[config.mk]
export PLATFORM = sky130hd
export DESIGN_NAME = oag_addr_gen
export DESIGN_NICKNAME = d
export VERILOG_FILES = /design/src/oag_pkg.sv /design/src/oag_addr_gen.sv /design/src/oag_byte_seq.sv /design/src/oag_reg_map.sv
export SDC_FILE = /design/constraint.sdc
export NUM_CORES = 1
export LEC_CHECK = 0
export BUFFER_PORTS_ARGS = -buffer_cell sky130_fd_sc_hd__buf_2
export CAP_MARGIN = 20
export CELL_PAD_IN_SITES_DETAIL_PLACEMENT = 0
export CELL_PAD_IN_SITES_GLOBAL_PLACEMENT = 1
export CORE_ASPECT_RATIO = 1.2
export CORE_UTILIZATION = 39
export CTS_BUF_LIST = sky130_fd_sc_hd__clkbuf_16
export DETAILED_ROUTE_END_ITERATION = 10
export PLACE_DENSITY_LB_ADDON = 0.1
export SYNTH_ARGS = -nofsm -noshare
export SYNTH_HDL_FRONTEND = slang
export SYNTH_SLANG_ARGS = --single-unit
[constraint.sdc]
create_clock -name ref_clk_in -period 6 [get_ports ref_clk_in]
set_input_delay 0.6 -clock ref_clk_in [delete_from_list [all_inputs] [get_ports ref_clk_in]]
set_output_delay 0.6 -clock ref_clk_in [all_outputs]
set_load 0.005 [all_outputs]
[src/oag_pkg.sv]
// Purpose: Shared types and constants for operand address generation.
// Assumes: One core clock; all users write oag_pkg::name.
// Notes: Register-file bytes 0..31 are the four banks of eight.
package oag_pkg;

	typedef enum logic [1:0] {
		OAG_W_BYTE,
		OAG_W_WORD,
		OAG_W_DWORD
	} oag_width_t;

	typedef enum logic [3:0] {
		OAG_M_REG,
		OAG_M_IMM,
		OAG_M_SHORT,
		OAG_M_SHORT_DIRECT_ADDR,
		OAG_M_LONG_DIRECT_ADDR,
		OAG_M_IND_PTR,
		OAG_M_IND_DATA_POINTER_16,
		OAG_M_CODE_DATA_POINTER_16,
		OAG_M_CODE_PC,
		OAG_M_IND_WORD,
		OAG_M_DISP,
		OAG_M_REL
	} oag_mode_t;

	typedef enum logic [1:0] {
		OAG_F_PTR,
		OAG_F_SHORT,
		OAG_F_FULL
	} oag_kind_t;

	typedef enum logic [1:0] {
		OAG_X_ZERO,
		OAG_X_ONES,
		OAG_X_SIGN,
		OAG_X_HIGH
	} oag_fill_t;

	typedef enum logic [2:0] {
		OAG_S_NONE,
		OAG_S_REG,
		OAG_S_MEM,
		OAG_S_SFR,
		OAG_S_CODE,
		OAG_S_IMM
	} oag_space_t;

	localparam logic [7:0] OAG_REGION_RESET = 8'h01;
	localparam logic [31:0] OAG_EDP_RESET = 32'h0000_0001;
	localparam logic [7:0] OAG_DATA_REGION = 8'h00;
	localparam logic [7:0] OAG_CODE_REGION = 8'hff;
	localparam logic [7:0] OAG_PAGE_ZERO = 8'h00;
	localparam logic [5:0] OAG_PTR_TOP = 6'h01;
	localparam logic [5:0] OAG_SHORT_TOP = 6'h07;
	localparam logic [5:0] OAG_FULL_TOP = 6'h0f;
	localparam logic [5:0] OAG_WORD_TOP = 6'h1e;
	localparam logic [5:0] OAG_DWORD_TOP = 6'h1c;
	localparam logic [5:0] OAG_DWORD_HI_A = 6'h38;
	localparam logic [5:0] OAG_DWORD_HI_B = 6'h3c;
	localparam logic [5:0] OAG_WORD_ALIGN = 6'h01;
	localparam logic [5:0] OAG_DWORD_ALIGN = 6'h03;
	localparam logic [5:0] OAG_BANKED_TOP = 6'h07;
	localparam logic [6:0] OAG_HIGH_OFS = 7'h18;
	localparam logic [7:0] OAG_LEG_SFR_BASE = 8'h80;
	localparam logic [8:0] OAG_RAM_DIR_TOP = 9'h07f;
	localparam logic [23:0] OAG_REG_WIN_TOP = 24'h00_001f;
	localparam logic [1:0] OAG_STEP_CODE_1 = 2'h0;
	localparam logic [1:0] OAG_STEP_CODE_2 = 2'h1;
	localparam logic [1:0] OAG_STEP_CODE_4 = 2'h2;
	localparam logic [31:0] OAG_STEP_1 = 32'h0000_0001;
	localparam logic [31:0] OAG_STEP_2 = 32'h0000_0002;
	localparam logic [31:0] OAG_STEP_4 = 32'h0000_0004;
	localparam logic [15:0] OAG_HALF_ONES = 16'hffff;
	localparam logic [15:0] OAG_HALF_ZERO = 16'h0000;
	localparam logic [2:0] OAG_N_BYTE = 3'h1;
	localparam logic [2:0] OAG_N_WORD = 3'h2;
	localparam logic [2:0] OAG_N_DWORD = 3'h4;
	localparam int OAG_SH_BYTE = 24;
	localparam int OAG_SH_WORD = 16;

endpackage

[src/oag_addr_gen.sv]
// Purpose: Decodes operand width, register index and address mode.
// Assumes: The core supplies register contents and pointer values.
// Notes: One request at a time; result is a one-cycle pulse.
// How it works
// RULE_01: Word and double-word memory operands may start at any byte.
// RULE_02: In memory the top byte sits at the address, lower bytes above.
// RULE_03: In the register file the top byte takes the lowest register byte.
// RULE_04: Operands are byte, word or double word wide.
// RULE_05: Byte fields decode as pointer 0-1, short 0-7 or full 0-15.
// RULE_06: Words at even 0-30; double words at 0-28 by four, 56, 60.
// RULE_07: Memory and special-register spaces are reported apart.
// RULE_08: Low eight bytes follow the bank; all banks are memory 00-1F.
// RULE_09: Legacy external region comes from pointer low byte, reset 01.
// RULE_10: Writing the pointer double word or its low byte changes the region.
// RULE_11: Legacy reaches byte registers 0-7; extended reaches all kinds.
// RULE_12: Immediates are 8 or 16 bits; double words fill zeros or ones.
// RULE_13: Sixteen-bit move to double word sets upper or extends lower.
// RULE_14: Increment and decrement steps are 1, 2 or 4 only.
// RULE_15: Legacy immediates are 8 bits only.
// RULE_16: Extended short direct: RAM 00-7F bytes or words, registers 80 up bytes.
// RULE_17: Extended long direct reaches bytes or words in region 00.
// RULE_18: Legacy short direct: 00-7F RAM, 80-FF special registers, bytes only.
// RULE_19: Legacy pointer indirect reaches RAM 00-FF or lowest external 256.
// RULE_20: Data pointer reaches external 0000-FFFF; code reads use region FF.
// RULE_21: Legacy 80-FF is memory when indirect, special register when direct.
// RULE_22: Displacement adds offset to base; relative adds to next address.
// RULE_23: Memory operands move as ascending single byte transfers.
`timescale 1ns/100ps
module oag_addr_gen (
	// Clock and reset
	input logic ref_clk_in,
	input logic srst_in,
	// Decode request
	input logic req_valid_in,
	output logic req_ready_out,
	input logic legacy_in,
	input oag_pkg::oag_mode_t mode_in,
	input oag_pkg::oag_width_t width_in,
	input oag_pkg::oag_kind_t kind_in,
	input oag_pkg::oag_fill_t fill_in,
	input logic [5:0] reg_field_in,
	input logic [15:0] imm_in,
	input logic ext_move_in,
	input logic xfer_in,
	input logic xfer_we_in,
	input logic [31:0] xfer_wdata_in,
	// Core state
	input logic [1:0] bank_in,
	input logic [7:0] ptr_reg_in,
	input logic [7:0] acc_in,
	input logic [15:0] data_pointer_16_in,
	input logic [15:0] base_in,
	input logic [23:0] next_pc_in,
	// Extended data pointer writes
	input logic edp_wr_in,
	input logic [31:0] edp_wdata_in,
	input logic region_wr_in,
	input logic [7:0] region_wdata_in,
	// Resolved operand
	output logic op_valid_out,
	output logic fault_out,
	output oag_pkg::oag_space_t space_out,
	output oag_pkg::oag_width_t width_out,
	output logic [23:0] addr_out,
	output logic [6:0] reg_phys_out,
	output logic [31:0] imm_out,
	output logic keep_low_out,
	output logic [31:0] edp_out,
	// Memory transfer
	output logic xfer_done_out,
	output logic [31:0] xfer_rdata_out,
	output logic mem_req_out,
	output logic mem_we_out,
	output logic [23:0] mem_addr_out,
	output logic [7:0] mem_wdata_out,
	input logic mem_ack_in,
	input logic [7:0] mem_rdata_in
);

	logic fire;
	logic seq_busy;
	logic xfer_start;
	logic xfer_we;
	logic [31:0] xfer_wdata;
	logic reg_ok;
	logic [6:0] map_phys;
	logic [7:0] region;
	logic next_fault;
	logic next_xfer;
	logic next_keep_low;
	oag_pkg::oag_space_t next_space;
	logic [23:0] next_addr;
	logic [31:0] next_imm;
	logic [6:0] next_phys;
	logic [8:0] dir9;

	assign fire = req_valid_in && req_ready_out;
	assign req_ready_out = !seq_busy && !xfer_start;
	assign region = edp_out[7:0];
	assign dir9 = imm_in[8:0];

	oag_reg_map u_reg_map (
		.reg_byte_in(reg_field_in),
		.bank_in(bank_in),
		.phys_out(map_phys)
	);

	// Legal register indices per operand kind and instruction set.
	always_comb begin
		reg_ok = 1'b0;
		case (width_in)
			oag_pkg::OAG_W_BYTE: begin
				case (kind_in)
					oag_pkg::OAG_F_PTR: reg_ok = reg_field_in <= oag_pkg::OAG_PTR_TOP; // RULE_05
					oag_pkg::OAG_F_SHORT: reg_ok = reg_field_in <= oag_pkg::OAG_SHORT_TOP; // RULE_05
					oag_pkg::OAG_F_FULL: reg_ok = reg_field_in <= (legacy_in ?
						oag_pkg::OAG_SHORT_TOP : oag_pkg::OAG_FULL_TOP); // RULE_11
					default: reg_ok = 1'b0;
				endcase
			end
			oag_pkg::OAG_W_WORD: begin
				reg_ok = !legacy_in && reg_field_in <= oag_pkg::OAG_WORD_TOP &&
					(reg_field_in & oag_pkg::OAG_WORD_ALIGN) == '0; // RULE_06
			end
			oag_pkg::OAG_W_DWORD: begin
				reg_ok = !legacy_in && ((reg_field_in <= oag_pkg::OAG_DWORD_TOP &&
					(reg_field_in & oag_pkg::OAG_DWORD_ALIGN) == '0) ||
					reg_field_in == oag_pkg::OAG_DWORD_HI_A ||
					reg_field_in == oag_pkg::OAG_DWORD_HI_B); // RULE_06
			end
			default: reg_ok = 1'b0; // RULE_04
		endcase
	end

	always_comb begin
		next_fault = 1'b0;
		next_xfer = 1'b0;
		next_keep_low = 1'b0;
		next_space = oag_pkg::OAG_S_NONE;
		next_addr = '0;
		next_imm = '0;
		next_phys = '0;
		case (mode_in)
			oag_pkg::OAG_M_REG: begin
				next_space = oag_pkg::OAG_S_REG;
				next_phys = map_phys; // RULE_03 RULE_08
				next_fault = !reg_ok; // RULE_11
			end
			oag_pkg::OAG_M_IMM: begin
				next_space = oag_pkg::OAG_S_IMM;
				next_fault = legacy_in && width_in != oag_pkg::OAG_W_BYTE; // RULE_15
				case (width_in)
					oag_pkg::OAG_W_BYTE: next_imm = {24'h00_0000, imm_in[7:0]}; // RULE_12
					oag_pkg::OAG_W_WORD: next_imm = {oag_pkg::OAG_HALF_ZERO, imm_in}; // RULE_12
					oag_pkg::OAG_W_DWORD: begin
						case (fill_in)
							oag_pkg::OAG_X_ZERO: next_imm = {oag_pkg::OAG_HALF_ZERO, imm_in}; // RULE_12
							oag_pkg::OAG_X_ONES: next_imm = {oag_pkg::OAG_HALF_ONES, imm_in}; // RULE_12
							oag_pkg::OAG_X_SIGN: next_imm = {{16{imm_in[15]}}, imm_in}; // RULE_13
							default: begin
								next_imm = {imm_in, oag_pkg::OAG_HALF_ZERO}; // RULE_13
								next_keep_low = 1'b1;
							end
						endcase
					end
					default: next_fault = 1'b1;
				endcase
			end
			oag_pkg::OAG_M_SHORT: begin
				next_space = oag_pkg::OAG_S_IMM;
				case (imm_in[1:0])
					oag_pkg::OAG_STEP_CODE_1: next_imm = oag_pkg::OAG_STEP_1; // RULE_14
					oag_pkg::OAG_STEP_CODE_2: next_imm = oag_pkg::OAG_STEP_2; // RULE_14
					oag_pkg::OAG_STEP_CODE_4: next_imm = oag_pkg::OAG_STEP_4; // RULE_14
					default: next_fault = 1'b1;
				endcase
			end
			oag_pkg::OAG_M_SHORT_DIRECT_ADDR: begin
				if (legacy_in) begin
					next_fault = width_in != oag_pkg::OAG_W_BYTE; // RULE_18
					if (imm_in[7:0] < oag_pkg::OAG_LEG_SFR_BASE) begin
						next_space = oag_pkg::OAG_S_MEM;
						next_addr = {oag_pkg::OAG_DATA_REGION, oag_pkg::OAG_PAGE_ZERO, imm_in[7:0]};
					end else begin
						next_space = oag_pkg::OAG_S_SFR; // RULE_21 RULE_07
						next_addr = 24'(imm_in[7:0]);
					end
				end else if (dir9 <= oag_pkg::OAG_RAM_DIR_TOP) begin
					next_space = oag_pkg::OAG_S_MEM; // RULE_16
					next_addr = 24'(dir9);
					next_fault = width_in == oag_pkg::OAG_W_DWORD;
				end else begin
					next_space = oag_pkg::OAG_S_SFR; // RULE_16 RULE_07
					next_addr = 24'(dir9);
					next_fault = width_in != oag_pkg::OAG_W_BYTE;
				end
			end
			oag_pkg::OAG_M_LONG_DIRECT_ADDR: begin
				next_space = oag_pkg::OAG_S_MEM;
				next_addr = {oag_pkg::OAG_DATA_REGION, imm_in}; // RULE_17
				next_fault = legacy_in || width_in == oag_pkg::OAG_W_DWORD;
			end
			oag_pkg::OAG_M_IND_PTR: begin
				next_space = oag_pkg::OAG_S_MEM; // RULE_21
				next_fault = reg_field_in > oag_pkg::OAG_PTR_TOP;
				if (ext_move_in) begin
					next_addr = {region, oag_pkg::OAG_PAGE_ZERO, ptr_reg_in}; // RULE_19 RULE_09
				end else begin
					next_addr = {oag_pkg::OAG_DATA_REGION, oag_pkg::OAG_PAGE_ZERO, ptr_reg_in}; // RULE_19
				end
			end
			oag_pkg::OAG_M_IND_DATA_POINTER_16: begin
				next_space = oag_pkg::OAG_S_MEM;
				next_addr = {region, data_pointer_16_in}; // RULE_20 RULE_09
			end
			oag_pkg::OAG_M_CODE_DATA_POINTER_16: begin
				next_space = oag_pkg::OAG_S_CODE;
				next_addr = {oag_pkg::OAG_CODE_REGION, data_pointer_16_in + {8'h00, acc_in}}; // RULE_20
			end
			oag_pkg::OAG_M_CODE_PC: begin
				next_space = oag_pkg::OAG_S_CODE;
				next_addr = {oag_pkg::OAG_CODE_REGION, next_pc_in[15:0] + {8'h00, acc_in}}; // RULE_20
			end
			oag_pkg::OAG_M_IND_WORD: begin
				next_space = oag_pkg::OAG_S_MEM;
				next_addr = {oag_pkg::OAG_DATA_REGION, base_in};
				next_fault = legacy_in;
			end
			oag_pkg::OAG_M_DISP: begin
				next_space = oag_pkg::OAG_S_MEM;
				next_addr = {oag_pkg::OAG_DATA_REGION, base_in + imm_in}; // RULE_22
				next_fault = legacy_in;
			end
			oag_pkg::OAG_M_REL: begin
				next_space = oag_pkg::OAG_S_CODE;
				next_addr = next_pc_in + {{8{imm_in[15]}}, imm_in}; // RULE_22
			end
			default: next_fault = 1'b1;
		endcase
		// Low data memory holds every register bank, active or not.
		if (next_space == oag_pkg::OAG_S_MEM && next_addr <= oag_pkg::OAG_REG_WIN_TOP) begin
			next_space = oag_pkg::OAG_S_REG; // RULE_08
			next_phys = next_addr[6:0];
		end
		next_xfer = xfer_in && !next_fault && next_space == oag_pkg::OAG_S_MEM; // RULE_23
	end

	always_ff @(posedge ref_clk_in) begin
		if (srst_in) begin
			op_valid_out <= 1'b0;
			fault_out <= 1'b0;
			space_out <= oag_pkg::OAG_S_NONE;
			width_out <= oag_pkg::OAG_W_BYTE;
			addr_out <= '0;
			reg_phys_out <= '0;
			imm_out <= '0;
			keep_low_out <= 1'b0;
		end else begin
			op_valid_out <= fire;
			if (fire) begin
				fault_out <= next_fault;
				space_out <= next_space; // RULE_07
				width_out <= width_in; // RULE_04
				addr_out <= next_addr;
				reg_phys_out <= next_phys;
				imm_out <= next_imm;
				keep_low_out <= next_keep_low;
			end
		end
	end

	always_ff @(posedge ref_clk_in) begin
		if (srst_in) begin
			xfer_start <= 1'b0;
			xfer_we <= 1'b0;
			xfer_wdata <= '0;
		end else begin
			xfer_start <= fire && next_xfer;
			if (fire) begin
				xfer_we <= xfer_we_in;
				xfer_wdata <= xfer_wdata_in;
			end
		end
	end

	// A low-byte write lands after the double-word write in the same cycle.
	always_ff @(posedge ref_clk_in) begin
		if (srst_in) begin
			edp_out <= oag_pkg::OAG_EDP_RESET; // RULE_09
		end else begin
			if (edp_wr_in) edp_out <= edp_wdata_in; // RULE_10
			if (region_wr_in) edp_out[7:0] <= region_wdata_in; // RULE_10
		end
	end

	oag_byte_seq u_byte_seq (
		.ref_clk_in(ref_clk_in),
		.srst_in(srst_in),
		.start_in(xfer_start),
		.we_in(xfer_we),
		.width_in(width_out),
		.addr_in(addr_out),
		.wdata_in(xfer_wdata),
		.busy_out(seq_busy),
		.done_out(xfer_done_out),
		.rdata_out(xfer_rdata_out),
		.mem_req_out(mem_req_out),
		.mem_we_out(mem_we_out),
		.mem_addr_out(mem_addr_out),
		.mem_wdata_out(mem_wdata_out),
		.mem_ack_in(mem_ack_in),
		.mem_rdata_in(mem_rdata_in)
	);

	AST_REGION_RESET: assert property (@(posedge ref_clk_in) // RULE_09
		$fell(srst_in) |-> edp_out[7:0] == oag_pkg::OAG_REGION_RESET)
		else $error("region byte not 01 after reset");
	AST_REGION_BYTE_WR: assert property (@(posedge ref_clk_in) disable iff (srst_in) // RULE_10
		region_wr_in |=> edp_out[7:0] == $past(region_wdata_in))
		else $error("region byte write not taken");
	AST_EXT_REGION: assert property (@(posedge ref_clk_in) disable iff (srst_in) // RULE_19
		fire && mode_in == oag_pkg::OAG_M_IND_PTR && ext_move_in && !region_wr_in
		&& !edp_wr_in |=> addr_out[23:16] == edp_out[7:0] && addr_out[7:0] == $past(ptr_reg_in))
		else $error("external pointer move misses current region");
	AST_SFR_BYTE_ONLY: assert property (@(posedge ref_clk_in) disable iff (srst_in) // RULE_16
		op_valid_out && space_out == oag_pkg::OAG_S_SFR && !fault_out |-> width_out == oag_pkg::OAG_W_BYTE)
		else $error("special register accepted wider than byte");
	AST_LEGACY_IMM: assert property (@(posedge ref_clk_in) disable iff (srst_in) // RULE_15
		fire && legacy_in && mode_in == oag_pkg::OAG_M_IMM && width_in != oag_pkg::OAG_W_BYTE
		|=> op_valid_out && fault_out)
		else $error("legacy wide immediate not refused");
	AST_LEGACY_REG: assert property (@(posedge ref_clk_in) disable iff (srst_in) // RULE_11
		fire && legacy_in && mode_in == oag_pkg::OAG_M_REG && reg_field_in > oag_pkg::OAG_SHORT_TOP
		|=> fault_out)
		else $error("legacy register above 7 not refused");
	AST_WORD_EVEN: assert property (@(posedge ref_clk_in) disable iff (srst_in) // RULE_06
		fire && mode_in == oag_pkg::OAG_M_REG && width_in == oag_pkg::OAG_W_WORD && reg_field_in[0]
		|=> fault_out)
		else $error("odd word register not refused");
	AST_ONES_FILL: assert property (@(posedge ref_clk_in) disable iff (srst_in) // RULE_12
		fire && !legacy_in && mode_in == oag_pkg::OAG_M_IMM && width_in == oag_pkg::OAG_W_DWORD
		&& fill_in == oag_pkg::OAG_X_ONES |=> imm_out[31:16] == oag_pkg::OAG_HALF_ONES
		&& imm_out[15:0] == $past(imm_in))
		else $error("ones filled immediate wrong");
	AST_DISP_WRAP: assert property (@(posedge ref_clk_in) disable iff (srst_in) // RULE_22
		fire && mode_in == oag_pkg::OAG_M_DISP && !legacy_in
		|=> addr_out[15:0] == 16'($past(base_in) + $past(imm_in)) && !fault_out)
		else $error("displacement address wrong");
	AST_LEGACY_DIR_SFR: assert property (@(posedge ref_clk_in) disable iff (srst_in) // RULE_18
		fire && legacy_in && mode_in == oag_pkg::OAG_M_SHORT_DIRECT_ADDR && imm_in[7]
		|=> space_out == oag_pkg::OAG_S_SFR)
		else $error("legacy direct 80-ff not a special register");
	AST_SHORT_STEP: assert property (@(posedge ref_clk_in) disable iff (srst_in) // RULE_14
		fire && mode_in == oag_pkg::OAG_M_SHORT |=> fault_out
		|| imm_out == oag_pkg::OAG_STEP_1
		|| imm_out == oag_pkg::OAG_STEP_2
		|| imm_out == oag_pkg::OAG_STEP_4)
		else $error("step outside 1, 2, 4");
	AST_CODE_REGION: assert property (@(posedge ref_clk_in) disable iff (srst_in) // RULE_20
		fire && mode_in == oag_pkg::OAG_M_CODE_DATA_POINTER_16 |=> space_out == oag_pkg::OAG_S_CODE
		&& addr_out[23:16] == oag_pkg::OAG_CODE_REGION)
		else $error("code read outside region ff");

endmodule

[src/oag_byte_seq.sv]
// Purpose: Runs a 1, 2 or 4 byte memory operand as single byte transfers.
// Assumes: The memory answers each byte with mem_ack_in, any latency.
// Notes: Most significant byte goes first, at the lowest address.
`timescale 1ns/100ps
module oag_byte_seq (
	// Clock and reset
	input logic ref_clk_in,
	input logic srst_in,
	// Operand request
	input logic start_in,
	input logic we_in,
	input oag_pkg::oag_width_t width_in,
	input logic [23:0] addr_in,
	input logic [31:0] wdata_in,
	output logic busy_out,
	output logic done_out,
	output logic [31:0] rdata_out,
	// Byte port
	output logic mem_req_out,
	output logic mem_we_out,
	output logic [23:0] mem_addr_out,
	output logic [7:0] mem_wdata_out,
	input logic mem_ack_in,
	input logic [7:0] mem_rdata_in
);

	typedef enum logic {OAG_SQ_IDLE, OAG_SQ_XFER} oag_seq_t;

	oag_seq_t state;
	logic [2:0] left;
	logic [23:0] addr;
	logic [31:0] shreg;
	logic [31:0] racc;
	logic we;
	logic last;
	logic [7:0] wtop;

	assign last = mem_ack_in && (left == oag_pkg::OAG_N_BYTE);
	assign busy_out = (state == OAG_SQ_XFER);
	assign mem_req_out = (state == OAG_SQ_XFER);
	assign mem_we_out = we && (state == OAG_SQ_XFER);
	assign mem_addr_out = addr;
	assign mem_wdata_out = shreg[31:24];
	assign wtop = wdata_in[31:24];

	always_ff @(posedge ref_clk_in) begin
		if (srst_in) begin
			state <= OAG_SQ_IDLE;
		end else begin
			case (state)
				OAG_SQ_IDLE: if (start_in) state <= OAG_SQ_XFER;
				OAG_SQ_XFER: if (last) state <= OAG_SQ_IDLE;
				default: state <= OAG_SQ_IDLE;
			endcase
		end
	end

	// No rounding of the start address; bytes climb by one per transfer.
	always_ff @(posedge ref_clk_in) begin
		if (srst_in) begin
			left <= '0;
			addr <= '0;
			shreg <= '0;
			racc <= '0;
			we <= 1'b0;
		end else if (state == OAG_SQ_IDLE && start_in) begin
			addr <= addr_in; // RULE_01
			we <= we_in;
			racc <= '0;
			case (width_in)
				oag_pkg::OAG_W_BYTE: begin
					left <= oag_pkg::OAG_N_BYTE;
					shreg <= wdata_in << oag_pkg::OAG_SH_BYTE; // RULE_02
				end
				oag_pkg::OAG_W_WORD: begin
					left <= oag_pkg::OAG_N_WORD;
					shreg <= wdata_in << oag_pkg::OAG_SH_WORD; // RULE_02
				end
				default: begin
					left <= oag_pkg::OAG_N_DWORD;
					shreg <= wdata_in;
				end
			endcase
		end else if (state == OAG_SQ_XFER && mem_ack_in) begin
			left <= left - oag_pkg::OAG_N_BYTE;
			addr <= addr + 24'h00_0001; // RULE_23
			shreg <= {shreg[23:0], 8'h00};
			racc <= {racc[23:0], mem_rdata_in}; // RULE_02
		end
	end

	always_ff @(posedge ref_clk_in) begin
		if (srst_in) begin
			done_out <= 1'b0;
			rdata_out <= '0;
		end else begin
			done_out <= (state == OAG_SQ_XFER) && last;
			if ((state == OAG_SQ_XFER) && last) rdata_out <= {racc[23:0], mem_rdata_in};
		end
	end

	AST_FIRST_ADDR: assert property (@(posedge ref_clk_in) disable iff (srst_in) // RULE_01
		(state == OAG_SQ_IDLE) && start_in |=> mem_addr_out == $past(addr_in))
		else $error("first byte address differs from operand address");
	AST_ADDR_STEP: assert property (@(posedge ref_clk_in) disable iff (srst_in) // RULE_23
		mem_req_out && mem_ack_in && !last |=> mem_req_out && mem_addr_out == $past(mem_addr_out) + 24'h00_0001)
		else $error("byte transfers do not ascend by one");
	AST_MSB_FIRST: assert property (@(posedge ref_clk_in) disable iff (srst_in) // RULE_02
		(state == OAG_SQ_IDLE) && start_in && width_in == oag_pkg::OAG_W_DWORD |=> mem_wdata_out == $past(wtop))
		else $error("double word does not start with its top byte");

endmodule

[src/oag_reg_map.sv]
// Purpose: Maps a logical register byte index to a register-file byte.
// Assumes: Bank select comes from the status words.
// Notes: Bytes 0..7 are banked; higher bytes sit above the 32 bank bytes.
`timescale 1ns/100ps
module oag_reg_map (
	// Logical selection
	input logic [5:0] reg_byte_in,
	input logic [1:0] bank_in,
	// Physical byte
	output logic [6:0] phys_out
);

	assign phys_out = (reg_byte_in <= oag_pkg::OAG_BANKED_TOP) ?
		{2'b00, bank_in, reg_byte_in[2:0]} :
		{1'b0, reg_byte_in} + oag_pkg::OAG_HIGH_OFS;

endmodule

==> impl_results.rst <==
.. list-table::
   :header-rows: 1

   * - Metric
     - Value
   * - Outcome
     - finished, final reports clean
   * - Main area contributors after synthesis
     - dfxtp_1 (37%), nand2_1 (7.5%), a21oi_1 (6.7%)
   * - Largest vdd supply drop
     - 0.000151 V
   * - Clock latency on the worst-skew pair
     - 0.57 ns
   * - YS warnings
     - 0
   * - Routability congestion estimate
     - 0.964
   * - # IOs
     - 367
   * - Combinational cell fraction of total power
     - 18.2%
   * - Wire length of the first global-routing pass
     - 80800 um
   * - Data arrival time of the critical path
     - 5.29 ns
   * - Leakage power summed over all cells
     - 7.23 nW
   * - Switching portion of total power
     - 30.0%
   * - Number of buffers on the longest clock path
     - 3
   * - Type of the worst setup path
     - input port to flop
   * - Cell area after technology mapping
     - 0.0140 sq mm
   * - Net count reported at finish
     - 2294
   * - Clock network power share
     - 38.5%
   * - Number of nets with antenna violations after detailed routing
     - 0
   * - Crit Path Max Fanout
     - 13
   * - Avg Inst Size Synth
     - 7.94 sq um
   * - Endpoints failing hold
     - 0
   * - Net count after synthesis
     - 2010
   * - Top flip-flop cell by instance count after synthesis
     - dfxtp_1
   * - Number of max-cap violations
     - 0
   * - Worst-path clk slew
     - 0.06 ns
   * - Die area
     - 0.0366 sq mm
   * - Layout cell share with drive strength beyond 1
     - 21.6%
   * - Gr usage total
     - 28.3%
   * - Total number of clock tree sinks
     - 255
   * - Number of buffers added by the clock tree synthesis step
     - 29
   * - Area delta synth->final
     - 20.8%
   * - Post-synthesis cell type count
     - 74
   * - Avg Vias per Cell
     - 5.72
   * - Overall power after layout
     - 4.13 mW
   * - Number of hold buffers added after cts
     - 0
   * - Die H
     - 209 um
   * - Final routed wire length divided by cell count
     - 21.2 um
   * - Port bufs
     - 366
   * - Count of routing violations after the opening detailed-route iteration
     - 1122
   * - Number of diodes added for antenna fixing
     - 0
   * - FF-to-FF Start
     - u_byte_seq.busy_out
   * - Proportion of netlist area held by the largest area contributor
     - 36.6%
   * - Initial antenna violation count
     - 0
   * - Crit start category
     - input port
   * - Shortest clock period the worst path allows after layout
     - 4.82 ns
   * - Total core area
     - 0.0351 sq mm
   * - Share of flip-flops with an asynchronous set or reset after synthesis
     - 0%
   * - Power density of the placed cells
     - 245 mW/mm^2
   * - Setup repair after global routing missed its margin
     - no
   * - Number of storage elements in the synthesis netlist
     - 255
   * - Number of global-route vias before repair
     - 13299
   * - Achievable Freq
     - 207 MHz
   * - Sequential fraction of design power
     - 43.4%
   * - HP Start
     - mem_rdata_in[5]
   * - Effective utilization at floorplan
     - 39.8%
   * - Worst R2R End
     - xfer_start
   * - Transition at the pin with the smallest max-transition slack
     - 1.06 ns
   * - Count of placed standard cells in the final layout, fillers left out
     - 2523
   * - Hold WC Path Type
     - input port to flop
   * - Switching power total
     - 1.24 mW
   * - DRC errors left
     - 0
   * - Rows
     - 75
   * - Root buf cell
     - clkbuf_16
   * - Endpoint, Worst Hold
     - u_byte_seq.rdata_out[5]
   * - Count of TritonRoute iterations in the first routing pass
     - 5
   * - Post-CTS setup buffers
     - 0
   * - Setup crit end kind
     - flop
   * - Count of instances resized after the clock tree is built
     - 0
   * - Most common cell after layout, fill and taps aside
     - buf_2
   * - CTS tree
     - built
   * - Seq/Total Area, Yosys
     - 36.6%
   * - Required @ worst endpoint
     - 6.47 ns
   * - Total wire length after detailed routing
     - 53600 um
   * - Setup_tns
     - 0 ns
   * - Fill cells
     - 3681
   * - Cell count of the worst hold path
     - 2
   * - P_int
     - 2.89 mW
   * - Leading area contributor after synthesis
     - dfxtp_1
   * - Htree depth
     - 1
   * - FF-to-FF path depth
     - 6
   * - Die W
     - 175 um
   * - Synthesized instance count
     - 1758
   * - Maximum number of pins on one net before global-route repair
     - 115
   * - Number of synthesized flops with an enable pin
     - 0
   * - Half-perimeter wire length after placement
     - 40000 um
   * - Register-to-register setup slack
     - 2.60 ns
   * - Placed Cells
     - 2472
   * - Clk_skew
     - 0.0233 ns
   * - Worst slew margin relative to its limit
     - 29.2%
   * - Leading cell types in the layout, fill and taps excluded
     - buf_2 (365), nand2_1 (277), dfxtp_1 (255)
   * - Grt total ovfl
     - 0
   * - Fin. max-slew vios
     - 0
   * - Final cycle utilization of the critical path
     - 80.3%
   * - Routed vias
     - 14428
   * - # setup viols final
     - 0
worst max-delay path: stages:
cell and delay [ns]:
buf_2 0.22, nor2b_1 0.61, nand2_1 0.36, buf_4 0.28, nand2_1 0.07, nand2_1 0.05
ha_1 0.39, a21oi_1 0.26, o211ai_1 0.23, nor2_1 0.43, nor2_1 0.12, xnor2_1 0.15
o211ai_1 0.10, nor4_1 0.42, nand3b_1 0.17, or3_1 0.50, a311oi_2 0.31
power groups by stage:
stage | clock, mW | combinational, mW | sequential, mW
4_1_cts | 1.63 | 0.747 | 1.79
3_5_place_dp | 0 | 0.743 | 1.83
5_1_grt | 1.70 | 0.817 | 1.80
6_report | 1.59 | 0.751 | 1.79
2_1_floorplan | 0 | 0.447 | 1.82
3_3_place_gp | 0 | 0.745 | 1.83
sequential cells by signal (all words and copies together), names as in the netlist:
signal                   cells
fault_out                    1
xfer_we                      1
xfer_start                   1
u_byte_seq.we                1
u_byte_seq.done_out          1
u_byte_seq.left              3
imm_out                     32
space_out                    3
u_byte_seq.shreg            32
op_valid_out                 1
u_byte_seq.rdata_out        32
xfer_wdata                  32
addr_out                    24
width_out                    2
reg_phys_out                 7
u_byte_seq.racc             24
edp_out                     32
u_byte_seq.busy_out          1
u_byte_seq.mem_addr_out     24
keep_low_out                 1
cell families (layout without fill, tap and decap cells):
kind of cell | after synthesis | count (layout) | synth area share, %
and+or+nand+nor | 651 | 651 | 20.7
AOI/OAI and AO/OA | 531 | 531 | 25.7
DFF | 255 | 255 | 36.6
buffers and inverters | 157 | 460 | 4.59
xor gates and xnor gates | 59 | 59 | 3.70
adders and majority gates | 56 | 56 | 5.18
muxes | 49 | 49 | 3.52
synth_stat cells (5+ instances only):
| master | count |
|---|---|
| a211oi_1 | 50 |
| clkbuf_1 | 105 |
| nor3_1 | 25 |
| buf_1 | 9 |
| a32oi_1 | 11 |
| buf_2 | 11 |
| a221oi_1 | 12 |
| nor4_1 | 10 |
| mux2i_1 | 48 |
| a211o_1 | 6 |
| or3_1 | 6 |
| a22oi_1 | 38 |
| xor2_1 | 35 |
| nor2b_1 | 12 |
| a222oi_1 | 7 |
| nand3_1 | 35 |
| ha_1 | 53 |
| inv_1 | 23 |
| nor2_1 | 190 |
| and3_1 | 12 |
| o21ai_0 | 50 |
| dfxtp_1 | 255 |
| a22o_1 | 35 |
| o22ai_1 | 6 |
| and2_1 | 14 |
| xnor2_1 | 24 |
| nand2b_1 | 16 |
| nand4_1 | 20 |
| o211ai_1 | 17 |
| nor3b_1 | 11 |
| o21a_1 | 10 |
| buf_4 | 8 |
| a311oi_1 | 26 |
| nand3b_1 | 5 |
| a31oi_1 | 16 |
| a21o_1 | 13 |
| nand2_1 | 279 |
| a21oi_1 | 186 |
final cells by class:
cell class | count | area (sq um) | share of cell area [%]
Clock buffer | 29 | 726 | 4.30
Clock inverter | 21 | 97.6 | 0.579
Inverter | 23 | 86.3 | 0.512
Multi-Input combinational cell | 1346 | 8260 | 49.0
Sequential cell | 255 | 5100 | 30.3
Tap cell | 462 | 578 | 3.43
Timing Repair Buffer | 387 | 2020 | 12.0
layer usage:
metal / part of all wire, % / GRT usage, % / wire length (um) / vias to the layer above
met5: 0 / 0 / 0 / -
met4: 3.0 / 9.00 / 1600 / 0
met3: 5.3 / 3.01 / 2850 / 86
met2: 48 / 47.2 / 25700 / 489
met1: 44 / 38.1 / 23500 / 6895
li1: - / - / - / 6958
stage by stage:
stage                     hold slack [ns]  utilization, %  worst slack (ns)  area [sq um]
final                               0.273            48.1              1.18         16900
after global routing                0.262            48.1             0.789         16900
after CTS                           0.244            48.0              1.24         16800
after detailed placement            0.443            45.6             0.665         16000
after global placement              0.439            45.6             0.805         16000
after floorplan                     0.432               -              1.64         14000
worst max path at each step:
stage	cells after the start	slack (ns)	startpoint	to
after floorplan	17	1.64	mode_in[1]	reg_phys_out[4]
after global placement	18	0.80	mode_in[3]	space_out[1]
after detailed placement	17	0.67	mode_in[3]	space_out[0]
after CTS	17	1.24	mode_in[3]	space_out[0]
after global routing	17	0.79	mode_in[3]	space_out[0]
final	17	1.18	mode_in[3]	space_out[0]
Power figures use the tool's default switching activity.
